$ cat src/wfd_pkg.sv
/*
 wfd_pkg: constants shared by the remote wake frame detector.
 Assumes a byte-wide receive stream from the MAC, one byte per strobe.
*/
package wfd_pkg;
    localparam int          WFD_SYNC_LEN    = 6;             // bytes of all ones before the addresses
    localparam int          WFD_ADDR_BYTES  = 6;             // station address length
    localparam int          WFD_ADDR_COPIES = 16;            // back-to-back address copies
    localparam logic [7:0]  WFD_SYNC_BYTE   = 8'hFF;
    localparam logic [47:0] WFD_BCAST_ADDR  = 48'hFFFF_FFFF_FFFF;
    localparam int          WFD_DA_BYTES    = 6;             // destination field length
    localparam int          WFD_CNT_W       = 8;
    localparam logic [WFD_CNT_W-1:0] WFD_MATCH_LEN =
        WFD_CNT_W'(WFD_SYNC_LEN + WFD_ADDR_BYTES * WFD_ADDR_COPIES);

    // scan state; gray along idle -> sync -> addr -> found
    typedef enum logic [1:0] {
        WFD_IDLE  = 2'b00,
        WFD_SYNC  = 2'b01,
        WFD_ADDR  = 2'b11,
        WFD_FOUND = 2'b10
    } wfd_state_t;
endpackage

$ cat src/wfd_detector.sv
/*
 wfd_detector: scans received frames for the remote wake frame pattern
 and raises a one-cycle wake request after a good frame ends.
 Assumes the MAC gives bytes with a valid strobe on clk_in, marks the
 first and last byte of each frame, and reports the frame check result
 together with the last byte.
*/
`timescale 1ns/100ps
module wfd_detector
    import wfd_pkg::*;
(
    // clock and reset
    input  wire logic        clk_in,
    input  wire logic        resetn_in,
    // configuration
    input  wire logic        scan_en_in,
    input  wire logic [47:0] station_addr_in,
    // receive byte stream
    input  wire logic        rx_valid_in,
    input  wire logic [7:0]  rx_data_in,
    input  wire logic        rx_sof_in,
    input  wire logic        rx_eof_in,
    input  wire logic        rx_fcs_ok_in,
    // power management
    output logic             wake_req_out,
    output logic             frame_drop_out
);
    import wfd_pkg::*;

    wfd_state_t               state_r;
    wfd_state_t               state_nxt;
    logic [WFD_CNT_W-1:0]     cnt_r;
    logic [WFD_CNT_W-1:0]     cnt_nxt;
    logic [47:0]              da_r;
    logic [2:0]               da_cnt_r;
    logic                     in_frame_r;
    logic [7:0]               exp_byte;
    logic [2:0]               addr_idx;
    logic                     da_ok;
    logic                     found_any;

    // expected station byte: transmitted most significant byte first
    assign addr_idx = 3'((cnt_r - WFD_CNT_W'(WFD_SYNC_LEN)) % WFD_CNT_W'(WFD_ADDR_BYTES));
    assign exp_byte = station_addr_in[8*(5-addr_idx) +: 8];

    // byte-wise scan; the failing byte is re-checked as a possible sync start
    always_comb
    begin
        state_nxt = state_r;
        cnt_nxt   = cnt_r;
        case (state_r)
            WFD_IDLE, WFD_SYNC:
            begin
                if (rx_data_in == WFD_SYNC_BYTE)
                begin
                    cnt_nxt   = (cnt_r == WFD_CNT_W'(WFD_SYNC_LEN)) ? cnt_r : cnt_r + 1'b1;
                    state_nxt = WFD_SYNC;
                end
                else if (cnt_r == WFD_CNT_W'(WFD_SYNC_LEN) && rx_data_in == station_addr_in[47:40])
                begin
                    // extra FF bytes keep the run open until the first address byte
                    cnt_nxt   = cnt_r + 1'b1;
                    state_nxt = WFD_ADDR;
                end
                else
                begin
                    cnt_nxt   = '0;
                    state_nxt = WFD_IDLE;
                end
            end
            WFD_ADDR:
            begin
                if (rx_data_in == exp_byte)
                begin
                    cnt_nxt   = cnt_r + 1'b1;
                    state_nxt = (cnt_nxt == WFD_MATCH_LEN) ? WFD_FOUND : WFD_ADDR;
                end
                else if (rx_data_in == WFD_SYNC_BYTE)
                begin
                    cnt_nxt   = WFD_CNT_W'(1);
                    state_nxt = WFD_SYNC;
                end
                else
                begin
                    cnt_nxt   = '0;
                    state_nxt = WFD_IDLE;
                end
            end
            default:
            begin
                state_nxt = WFD_FOUND; // hold until frame end
            end
        endcase
    end

    // scan state register; no protocol parsing, every byte is scanned
    always_ff @(posedge clk_in or negedge resetn_in)
    begin
        if (!resetn_in)
        begin
            state_r <= WFD_IDLE;
            cnt_r   <= '0;
        end
        else if (!scan_en_in)
        begin
            state_r <= WFD_IDLE;
            cnt_r   <= '0;
        end
        else if (rx_valid_in && (rx_eof_in || rx_sof_in))
        begin
            state_r <= WFD_IDLE; // fresh scan per frame
            cnt_r   <= '0;
            if (rx_sof_in && !rx_eof_in)
            begin
                state_r <= (rx_data_in == WFD_SYNC_BYTE) ? WFD_SYNC : WFD_IDLE;
                cnt_r   <= (rx_data_in == WFD_SYNC_BYTE) ? WFD_CNT_W'(1) : '0;
            end
        end
        else if (rx_valid_in && in_frame_r)
        begin
            state_r <= state_nxt;
            cnt_r   <= cnt_nxt;
        end
    end

    // frame tracking and destination capture
    always_ff @(posedge clk_in or negedge resetn_in)
    begin
        if (!resetn_in)
        begin
            in_frame_r <= 1'b0;
            da_r       <= '0;
            da_cnt_r   <= '0;
        end
        else if (rx_valid_in)
        begin
            in_frame_r <= rx_eof_in ? 1'b0 : (rx_sof_in ? 1'b1 : in_frame_r);
            if (rx_sof_in)
            begin
                da_r     <= {40'h00_0000_0000, rx_data_in};
                da_cnt_r <= 3'h1;
            end
            else if (da_cnt_r != 3'(WFD_DA_BYTES))
            begin
                da_r     <= {da_r[39:0], rx_data_in};
                da_cnt_r <= da_cnt_r + 1'b1;
            end
        end
    end

    // own, multicast (group bit) or broadcast destination
    assign da_ok = (da_cnt_r == 3'(WFD_DA_BYTES)) &&
                   (da_r == station_addr_in || da_r[40] || da_r == WFD_BCAST_ADDR);

    // pattern may complete on the final byte itself
    assign found_any = (state_r == WFD_FOUND) ||
                       (state_r == WFD_ADDR && rx_data_in == exp_byte && cnt_r + 1'b1 == WFD_MATCH_LEN);

    // wake or drop decided only at frame end
    always_ff @(posedge clk_in or negedge resetn_in)
    begin
        if (!resetn_in)
        begin
            wake_req_out   <= 1'b0;
            frame_drop_out <= 1'b0;
        end
        else
        begin
            wake_req_out   <= 1'b0;
            frame_drop_out <= 1'b0;
            if (scan_en_in && rx_valid_in && rx_eof_in && in_frame_r)
            begin
                if (found_any && da_ok && rx_fcs_ok_in)
                    wake_req_out <= 1'b1;
                else
                    frame_drop_out <= 1'b1;
            end
        end
    end

    // checks
    property p_wake_at_eof;
        @(posedge clk_in) disable iff (!resetn_in)
        wake_req_out |-> $past(rx_eof_in) && $past(rx_valid_in) && $past(rx_fcs_ok_in);
    endproperty
    a_wake_at_eof: assert property (p_wake_at_eof) else $error("wake without good frame end");

    property p_no_wake_disabled;
        @(posedge clk_in) disable iff (!resetn_in)
        !scan_en_in |=> !wake_req_out;
    endproperty
    a_no_wake_disabled: assert property (p_no_wake_disabled) else $error("wake while scan off");

    property p_exclusive;
        @(posedge clk_in) disable iff (!resetn_in)
        !(wake_req_out && frame_drop_out);
    endproperty
    a_exclusive: assert property (p_exclusive) else $error("wake and drop together");

    property p_pulse;
        @(posedge clk_in) disable iff (!resetn_in)
        wake_req_out |=> !wake_req_out;
    endproperty
    a_pulse: assert property (p_pulse) else $error("wake longer than one cycle");

    property p_needs_pattern;
        @(posedge clk_in) disable iff (!resetn_in)
        wake_req_out |-> $past(found_any) && $past(da_ok);
    endproperty
    a_needs_pattern: assert property (p_needs_pattern) else $error("wake without pattern");

    property p_addr_after_sync;
        @(posedge clk_in) disable iff (!resetn_in)
        (state_r == WFD_ADDR) |-> cnt_r > WFD_CNT_W'(WFD_SYNC_LEN);
    endproperty
    a_addr_after_sync: assert property (p_addr_after_sync) else $error("address scan before sync");

    property p_found_len;
        @(posedge clk_in) disable iff (!resetn_in)
        (state_r == WFD_FOUND) |-> cnt_r == WFD_MATCH_LEN;
    endproperty
    a_found_len: assert property (p_found_len) else $error("found with wrong count");

    property p_eof_outcome;
        @(posedge clk_in) disable iff (!resetn_in)
        (scan_en_in && rx_valid_in && rx_eof_in && in_frame_r) |=> (wake_req_out || frame_drop_out);
    endproperty
    a_eof_outcome: assert property (p_eof_outcome) else $error("frame end without outcome");

    // a sync byte that breaks an address run must open the next sync run at once
    property p_restart;
        @(posedge clk_in) disable iff (!resetn_in)
        (scan_en_in && rx_valid_in && in_frame_r && !rx_sof_in && !rx_eof_in &&
         state_r == WFD_ADDR && rx_data_in == WFD_SYNC_BYTE && rx_data_in != exp_byte)
        |=> (state_r == WFD_SYNC && cnt_r == WFD_CNT_W'(1));
    endproperty
    a_restart: assert property (p_restart) else $error("breaking sync byte not reused");

    c_wake: cover property (@(posedge clk_in) disable iff (!resetn_in) wake_req_out);
    c_drop: cover property (@(posedge clk_in) disable iff (!resetn_in) frame_drop_out);
    c_found: cover property (@(posedge clk_in) disable iff (!resetn_in) state_r == WFD_FOUND);
    c_restart: cover property (@(posedge clk_in) disable iff (!resetn_in)
        state_r == WFD_ADDR && rx_valid_in && rx_data_in == WFD_SYNC_BYTE);
endmodule

$ cat config.mk
export PLATFORM = sky130hd
export DESIGN_NAME = wfd_detector
export DESIGN_NICKNAME = d
export VERILOG_FILES = /design/src/wfd_pkg.sv /design/src/wfd_detector.sv
export SDC_FILE = /design/constraint.sdc
export NUM_CORES = 1
export LEC_CHECK = 0
export BUFFER_PORTS_ARGS = -buffer_cell sky130_fd_sc_hd__buf_2
export CAP_MARGIN = 20
export CORE_MARGIN = 2
export CORE_UTILIZATION = 45
export DETAILED_ROUTE_END_ITERATION = 12
export PLACE_DENSITY = 0.74
export SLEW_MARGIN = 30
export SYNTH_ARGS = -nofsm -noshare
export SYNTH_HDL_FRONTEND = slang
export SYNTH_SLANG_ARGS = --single-unit
$ cat constraint.sdc
create_clock -name clk_in -period 9.35 [get_ports clk_in]
set_input_delay 0.4675 -clock clk_in [delete_from_list [all_inputs] [get_ports clk_in]]
set_output_delay 0.4675 -clock clk_in [all_outputs]
set_load 0.005 [all_outputs]
After elaboration in Yosys (flattened, before gate mapping)
Index checks and enable logic that the tools add are counted.
{ "classes": {"n_shift": 1, "muxes": 30, "n_eq_ne": 15, "addsub": 4, "reduce_logical": 24, "n_div": 1} }
{ "ops": {"columns": ["operator", "count"], "rows": [
  ["$mux W48", 2],
  ["$mux W8", 8],
  ["$eq A48 B48 Y1", 1],
  ["$eq A48 B48 Y1 const B", 1],
  ["$shiftx A48 B33 Y8", 1],
  ["$eq A8 B8 Y1", 2],
  ["$pmux W8 S2", 1],
  ["$mux W2", 7],
  ["$logic_and A1 B1 Y1", 12],
  ["$mux W1", 9],
  ["$add A8 B1 Y8 const B", 1],
  ["$eq A8 B3 Y1 const B", 1],
  ["$eq A8 B7 Y1 const B", 1],
  ["$eq A8 B8 Y1 const B", 1],
  ["$mod A8 B3 Y8 const B", 1],
  ["$sub A8 B3 Y8 const B", 1],
  ["$mux W3", 2],
  ["$ne A5 B5 Y1 const B", 1],
  ["$eq A2 B2 Y1 const B", 2],
  ["$logic_or A1 B1 Y1", 4],
  ["$ne A4 B1 Y1 const B", 1],
  ["$pmux W2 S2", 1],
  ["$reduce_and A2 Y1", 2],
  ["$reduce_bool A2 Y1", 2],
  ["other kinds (10)", 10]
]} }
{ "totals": {"input_bits": 63, "output_inout_bits": 2, "elab_cells": 82, "ff_bits": 64} }

Logic depth before layout (Yosys ltp)
Gate-level depths: netlist of run 1.
{ "logic_depth": {"ltp_word": 12, "ltp_mapped": 23, "mapped_depth_nobuf": 20} }

Worst setup path before layout of run 1
Ideal clock, no wire load.
{ "synth_path": {"path_kind": "register -> register", "start": "register cnt_r[0]", "end": "register cnt_r[4]", "arrival_time_ps": 5108, "path_slack_ps": 4178, "stages_incl_launch_ff": 21, "path_buffers": 5, "synth_period_minus_slack_ps": 5172, "required_ps": 9285, "setup_ps": 65, "path_cell_list": "dfrtp_1 -> clkbuf_1 -> buf_1 -> clkbuf_1 -> inv_1 -> ha_1 -> and2_1 -> a21oi_1 -> mux2i_2 -> o21ai_2 -> inv_2 -> ha_1 -> buf_2 -> clkbuf_1 -> o21ai_0 -> a311oi_1 -> o221ai_1 -> nor4b_2 -> a41oi_4 -> nor4b_1 -> a211o_1"} }
{ "synth_via": {"elab_chain_cells": 10, "elab_cells_between_ends": 18, "classes_between": "add/sub (3); div (1); eq/ne (3); shift (1); mux (8); reduce/logical (2)"} }
{ "synth_rtl": {"columns": ["element", "line", "source"], "rows": [
  ["start, declared", "wfd_detector.sv:32", "logic [WFD_CNT_W-1:0] cnt_r;"],
  ["start signal, assigned", "wfd_detector.sv:116", "cnt_r <= (rx_data_in == WFD_SYNC_BYTE) ? WFD_CNT_W'(1) : '0;"],
  ["start signal, assigned", "wfd_detector.sv:122", "cnt_r <= cnt_nxt;"],
  ["$sub A8 B3 Y8", "wfd_detector.sv:43", "assign addr_idx = 3'((cnt_r - WFD_CNT_W'(WFD_SYNC_LEN)) % WFD_CNT_W'(WFD_ADDR_BYTES));"],
  ["$mod A8 B3 Y8", "wfd_detector.sv:43", null],
  ["$sub A3 B3 Y4", "wfd_detector.sv:44", "assign exp_byte = station_addr_in[8*(5-addr_idx) +: 8];"],
  ["$shiftx A48 B33 Y8", "wfd_detector.sv:44", null],
  ["$eq A8 B8 Y1", "wfd_detector.sv:73", "if (rx_data_in == exp_byte)"],
  ["$mux W8", "wfd_detector.sv:73", null],
  ["$pmux W8 S2", "wfd_detector.sv:51", "case (state_r)"],
  ["$mux W8", "wfd_detector.sv:119", "else if (rx_valid_in && in_frame_r)"],
  ["$mux W8", "wfd_detector.sv:109", "else if (rx_valid_in && (rx_eof_in || rx_sof_in))"],
  ["$mux W8", "wfd_detector.sv:104", "else if (!scan_en_in)"]
]} }
Parallel ways exist; a longest one is shown, timed or not. The select of a mux whose other input is x is not followed.
A chain may end at the register's enable or synchronous reset.

Final worst setup path of run 1
{ "layout_path": {"start": "register cnt_r[1]", "end": "register cnt_r[4]"} }
The elaborated chain is that of the path after synthesis.

==> results of run 1 <==
==> layout make-up <==
cell class	instances	area (um^2)
clock inverters	6	67.56
flip-flops and latches	64	1602
inverters	14	52.55
multi-input cells	413	3105
fillers	1055	5255
clock buffers	10	137.6
well taps	140	175.2
repair buffers	68	350.3
==> flip-flops by register name (all words and copies together) (netlist names) <==
name            cells
cnt_r               8
da_cnt_r            3
da_r               48
frame_drop_out      1
in_frame_r          1
state_r             2
wake_req_out        1
==> routing by layer <==
metal / part of all wire / wire length (um) / up-vias
li1: - / - / 2073
met1: 0.44 / 6103 / 2175
met2: 0.47 / 6557 / 193
met3: 0.065 / 909 / 24
met4: 0.025 / 341 / 0
met5: 0 / 0 / -
==> kinds of logic after synthesis <==
group	Yosys count
buffers and inverters	46
AOI/OAI and AO/OA	155
DFF	64
and+or+nand+nor	153
muxes	34
adders and majority gates	10
xor gates and xnor gates	61
==> power groups by stage <==
stage	clock network (mW)	registers [mW]	logic [mW]
2_1_floorplan	0	0.322	0.0849
3_3_place_gp	0	0.328	0.132
3_5_place_dp	0	0.330	0.134
4_1_cts	0.255	0.324	0.135
5_1_grt	0.266	0.328	0.148
6_report	0.249	0.325	0.136
==> worst paths after layout <==
kind,from,to,slack [ns],cells past startpoint
max in group asynchronous,resetn_in,da_r[33]$_DFFE_PN0P_,8.49,2
worst min-delay path,resetn_in,cnt_r[2]$_DFFE_PN0P_,0.30,2
worst max-delay path,cnt_r[1]$_DFFE_PN0P_,cnt_r[4]$_DFFE_PN0P_,2.98,18
min in group clk_in,rx_eof_in,in_frame_r$_DFFE_PN0P_,0.34,2
worst max register to register,cnt_r[1]$_DFFE_PN0P_,cnt_r[4]$_DFFE_PN0P_,2.98,18
worst min register to register,da_r[44]$_DFFE_PN0P_,da_r[44]$_DFFE_PN0P_,0.54,1
==> placed cells by master, fill, tap and decap left out, drive strengths merged, types with 7 or more instances in the layout <==
cell     instances
or3              7
clkbuf          10
inv             15
nor2            18
o21ai           25
xnor2           54
and2             9
buf             68
a2111oi          7
xor2             7
nor4             8
a211oi          10
dfrtp           64
a21oi           23
a22o            34
nand3            9
ha              10
nand4           22
mux2            15
nand2           41
or2              7
mux2i           15
o211ai           9
==> stage by stage <==
step           worst slack, ns  area [um^2]  hold slack (ns)  instances  power [mW]
3_5_place_dp             3.136         5285           0.5188        699      0.4636
5_1_grt                  2.560         5490           0.3423        715      0.7424
3_3_place_gp             3.269         5285           0.5029        699      0.4606
6_report                 2.977         5490           0.3017        715      0.7091
2_1_floorplan            4.178         4900           0.1719        523      0.4072
4_1_cts                  3.088         5490           0.3165        715      0.7144
==> summary.txt, run 1 <==
Run status
  • Status: finished, final reports clean

Synthesis
  • Top cell type by total area after synthesis: dfrtp_1
  • Syn nets: 596
  • Mapped Cells: 523
  • XOR/XNOR Fraction of Synth Area: 0.1090
  • Post-synth EDFFs: 0
  • Top_reg_cell synth: dfrtp_1
  • Post-synthesis mux area share: 0.08504
  • Seq/Total Area, Yosys: 0.3269
  • Post-synth cell types: between 70 and 80
  • Yosys Warn Count: 0
  • Post-synthesis simple-gate area fraction: 0.1701
  • Synthesized flop and latch total: 64
  • Adder-Cell Fraction of Synth Area: 0.02554
  • Ranking of synthesized cells by area: dfrtp_1 (33%), xnor2_1 (9.7%), a22o_1 (6.1%)
  • Cell area after synthesis: 4900 um^2
  • Most frequent cell after synthesis: dfrtp_1
  • Yosys top cell area share: 0.3269
  • Post-synth top cells: dfrtp_1 (64), xnor2_1 (54), nand2_1 (40), a22o_1 (34), a21oi_1 (23)
  • Main combinational cell family by area after synthesis: compound AO/OA/AOI/OAI gates
  • Compound-Gate Fraction of Synth Area: 0.2428
  • Syn Area/Cell: 9.368 um^2
  • Ys async rst share: 1.000

Power
  • Sw frac: 0.3056
  • Sequential share of power: 0.458
  • Int Pwr: 0.4924 mW
  • Clock power frac: 0.351
  • Pleak: 2.245 nW
  • Pwr Density: 129.2 nW/um^2
  • Sw power: 0.2167 mW
  • Comb pwr share: 0.191
  • Max VDD drop: 0.1355 mV

Timing
  • Slew Limit Fails: 0
  • Setup TNS: 0 ns
  • Final hold violation count: 0
  • Final setup vio count: 0
  • Tmin final: 6.373 ns
  • Clk_skew: 0.01127 ns
  • Crit share post-route: 0.6816
  • FMAX: 156.9 MHz
  • RSZ-0062 raised after global routing: no
  • Worst Max-Slew Pin Slew: 0.8511 ns
  • Slew HR: 0.4326

Global routing
  • Vias in the first global route: slightly above 4000
  • M1 GR Usage: 0.3327
  • Initial antenna violation count: 0
  • GR Util met3: 0.04219
  • Busiest grt layer: met2
  • M2 GR Usage: 0.3895
  • Pin count of the biggest net entering global routing: 65
  • Global-route wire length before repair: 21840 um
  • Overall Global Routing Usage: 0.2428
  • Total grt overflow: 0

Finish
  • Layout net count: 643
  • Share of layout cells above drive strength 1: 0.2191
  • Area Overhead vs Synth: 12.05%
  • Ant diodes: 0
  • Final Core Density: 0.5109

Routing
  • Via count: 4465
  • Routed Antenna Nets: 0
  • # DRC: 0
  • Initial DRT Pass Iterations: 5
  • Drt via density: 6.245
  • Routed WL per cell: 19.45 um
  • Routed Wire Length: 13910 um
  • DRT iter0 DRCs: 299

Critical path
  • Critical path arrival: 6.66 ns
  • Worst path cell trace: ha_1, inv_1, mux2_2, a211o_1, a32o_1, or2_1, mux2i_2, o21ai_2, inv_2, ha_1, inv_1, a2111oi_2, a311oi_1, or4_1, o311ai_2, a41oi_4, nor4b_1, a211o_1
  • Critical path's largest stage delay: 0.69 ns
  • Worst path slowest cell: dfrtp_1
  • CP endpoint kind: flop
  • Setup CP Type: reg -> reg
  • Buf/Inv on CP: 3
  • Worst EP required: 9.64 ns
  • Startpoint Class: flop
  • Critical Path Fanout Max: 20
  • Crit path max-delay family: compound AO/OA/AOI/OAI gates

Clock network
  • CTS Hold Bufs: 0
  • Sink Count: 64
  • Clk buf depth: 2
  • TritonCTS clock tree: built
  • Max H-tree Level: 3
  • # resized after CTS: 0
  • CTS clk-pin slew, worst paths: 0.08 ns
  • Setup bufs post-CTS: 0
  • Worst-Skew Late Latency: 0.35 ns
  • TritonCTS buffer count: 9
  • Root Buffer Master: clkbuf_8

Die
  • Initial core utilization: 0.4560
  • Core ar.: 10750 um^2
  • Die height: 108.3 um
  • Die footprint: 11740 um^2
  • Num ports: 65
  • Die X: 108.3 um
  • Num rows: 38

Place
  • DP Wirelength: 10400 um
  • Port-buffer cells: 64
  • Gp weighted congestion: 0.8988

Worst hold path
  • Worst min path class: in -> async

Flow run
  • Max cap viols: 0
Power figures use the tool's default switching activity.
==> run 2: changes to the inputs <==
--- a/config.mk
+++ b/config.mk
@@ -5,12 +5,13 @@
 export SDC_FILE = /design/constraint.sdc
 export NUM_CORES = 1
 export LEC_CHECK = 0
+export ABC_AREA = 1
 export BUFFER_PORTS_ARGS = -buffer_cell sky130_fd_sc_hd__buf_2
 export CAP_MARGIN = 20
 export CORE_MARGIN = 2
 export CORE_UTILIZATION = 45
 export DETAILED_ROUTE_END_ITERATION = 12
-export PLACE_DENSITY = 0.74
+export PLACE_DENSITY = 0.76
 export SLEW_MARGIN = 30
 export SYNTH_ARGS = -nofsm -noshare
 export SYNTH_HDL_FRONTEND = slang
==> constraint.sdc (replaced) <==
create_clock -name clk_in -period 5.56 [get_ports clk_in]
set_input_delay 0.278 -clock clk_in [delete_from_list [all_inputs] [get_ports clk_in]]
set_output_delay 0.278 -clock clk_in [all_outputs]
set_load 0.005 [all_outputs]
==> summary.txt, run 2 <==
Critical path
  • Buf/Inv on CP: 3
  • Critical path arrival: 5.00 ns
  • Most used cell along the critical path: nand2_1
  • Worst path depth: 36
  • Reg2reg start: cnt_r[1]$_DFFE_PN0P_
  • Reg2reg path depth: 36
  • Worst path slowest cell: dfrtp_1
  • Worst EP required: roughly 5.8 ns
  • Crit path capture: cnt_r[4]$_DFFE_PN0P_
  • R2R Setup Slk: 0.84 ns
  • Critical path's largest stage delay: 0.48 ns
  • Crit path max-delay family: simple AND/OR/NAND/NOR gates
  • Crit path from: cnt_r[1]$_DFFE_PN0P_
  • Critical Path Fanout Max: 32
  • Startpoint Class: flop
  • RR Endpoint: cnt_r[4]$_DFFE_PN0P_
  • CP endpoint kind: flop
  • Setup CP Type: reg -> reg

Timing
  • Worst Max-Slew Pin Slew: 0.9039 ns
  • RSZ-0062 raised after global routing: no
  • WHS: just under 0.1 ns
  • Final setup vio count: 0
  • FMAX: around 210 MHz
  • Tmin final: ~4.7 ns
  • Setup TNS: 0 ns
  • Slew HR: 0.3937
  • Clk_skew: 0.01029 ns
  • Slew Limit Fails: 0
  • Final hold violation count: 0
  • Crit share post-route: 0.8498

Synthesis
  • Cell area after synthesis: 4928 um^2
  • Ranking of synthesized cells by area: dfrtp_1 (32%), nand2_1 (14%), inv_1 (9.8%)
  • Top_reg_cell synth: dfrtp_1
  • Most frequent cell after synthesis: nand2_1
  • Ys async rst share: 1.000
  • Post-synth EDFFs: 0
  • Yosys top cell area share: 0.3250
  • Seq/Total Area, Yosys: 0.3250
  • Post-synth cell types: 37
  • Yosys Warn Count: 0
  • Mapped Cells: 716
  • Top cell type by total area after synthesis: dfrtp_1
  • Syn Area/Cell: about 6.9 um^2
  • Synthesized flop and latch total: 64
  • Syn nets: 789
  • Post-synth top cells: nand2_1 (188), inv_1 (129), o21ai_0 (81), dfrtp_1 (64), nand3_1 (43)

Worst hold path
  • Worst min path class: in -> async

Routing
  • Routed Wire Length: 12830 um
  • Routed Antenna Nets: 0
  • Initial DRT Pass Iterations: 6
  • Via count: 4759
  • Routed WL per cell: 13.97 um
  • Drt via density: 5.184
  • # DRC: 0
  • DRT iter0 DRCs: 205

Clock network
  • CTS Hold Bufs: 0
  • CTS clk-pin slew, worst paths: 0.08 ns
  • Clk buf depth: 2
  • Setup bufs post-CTS: 0
  • Max H-tree Level: 3
  • Sink Count: 64
  • TritonCTS buffer count: 9
  • Worst-Skew Late Latency: 0.36 ns
  • Root Buffer Master: clkbuf_8
  • TritonCTS clock tree: built
  • # resized after CTS: 0

Global routing
  • Initial antenna violation count: 0
  • Global-route wire length before repair: 21040 um
  • Total grt overflow: 0
  • Vias in the first global route: 4455
  • Overall Global Routing Usage: 0.2300
  • Pin count of the biggest net entering global routing: 65

Die
  • Die footprint: about 12000 um^2
  • Die height: roughly 110 um
  • Initial core utilization: 0.4587
  • Die X: 108.7 um
  • Core ar.: approximately 11000 um^2
  • Num ports: 65
  • Num rows: 38

Place
  • DP Wirelength: just under 10000 um
  • Port-buffer cells: 64
  • Gp weighted congestion: 0.9485

Finish
  • Ant diodes: 0
  • Largest Register: da_r
  • Share of layout cells above drive strength 1: 0.1645
  • Max reg flops: 48
  • Most frequent cells in the layout: nand2_1 (188), inv_1 (128), o21ai_0 (81)
  • Commonest non-fill, non-tap cell in the layout: nand2_1
  • Layout net count: 846
  • Largest registers: da_r (48), cnt_r (8), da_cnt_r (3)
  • Area Overhead vs Synth: 13.43%

Power
  • Max VDD drop: 0.1145 mV
  • Pwr Density: 223.2 nW/um^2
  • Pleak: a little over 3 nW

Flow run
  • Max cap viols: 0

Run status
  • Status: finished, final reports clean
==> run 2: changes by cell type after synthesis, moves of 27 or more <==
cell,delta
a22o_1,-34
inv_1,+116
nand2_1,+148
xor2_1,+27
nand3_1,+34
o22ai_1,+29
xnor2_1,-51
o21ai_0,+59
==> run 2: how the worst min path moves through the flow <==
stage	endpoint	slack, ns
after global routing	da_r[26]$_DFFE_PN0P_	0.18
after CTS	da_r[41]$_DFFE_PN0P_	0.13
after detailed placement	in_frame_r$_DFFE_PN0P_	0.49
final	da_r[18]$_DFFE_PN0P_	0.1
after floorplan	cnt_r[0]$_DFFE_PN0P_	-0.02
after global placement	in_frame_r$_DFFE_PN0P_	0.48
==> run 2: worst register-to-register path: cells and delay by family, from the launching register on <==
family | cells | cell delay, ns
fa+ha+maj | 2 | 0.74
simple gates | 28 | 2.59
buf+inv | 3 | 0.40
flops | 1 | 0.48
compound gates | 3 | 0.40
==> run 2: routing by layer <==
metal	up-vias	part of all wire	GRT usage	wire length, um
li1	2425	-	-	-
met1	2200	0.47	0.3083	6030
met2	111	0.46	0.3772	5933
met3	23	0.043	0.03048	557
met4	0	0.024	0.09066	304
met5	-	0	0	0
==> run 2: final cells by class <==
type                            instances  area [um^2]
Fill cell                            1080         5155
Multi-Input combinational cell        496         2718
Sequential cell                        64         1602
Inverter                              134        503.0
Timing Repair Buffer                   68        362.8
Tap cell                              140        175.2
Clock buffer                           10        137.6
Clock inverter                          6        92.59
==> run 2: where the power goes <==
group | total (mW) | switching [mW] | internal (mW)
clock | 0.474 | 0.208 | 0.266
combinational | 0.240 | 0.154 | 0.0859
sequential | 0.533 | 0.0281 | 0.505
==> run 2: cells by family after synthesis <==
logic type               count (synthesis)  synth area share
buffers and inverters                  156            0.1239
AND/OR/NAND/NOR                        323            0.3158
flip-flops                              64            0.3250
AO/OA/AOI/OAI                          126            0.1442
XOR/XNOR                                37           0.06575
adder cells (fa/ha/maj)                 10           0.02539
==> run 2: metrics by stage <==
step	util	instance area [um^2]	total power, mW	worst slack, ns	std cells
after CTS	0.5201	5589	1.253	0.8510	918
after global placement	0.4987	5359	0.7762	0.9747	902
after floorplan	-	4928	0.6888	1.356	716
after global routing	0.5203	5590	1.312	0.2298	918
after detailed placement	0.4987	5359	0.7803	0.8945	902
final	0.5203	5590	1.248	0.8352	918
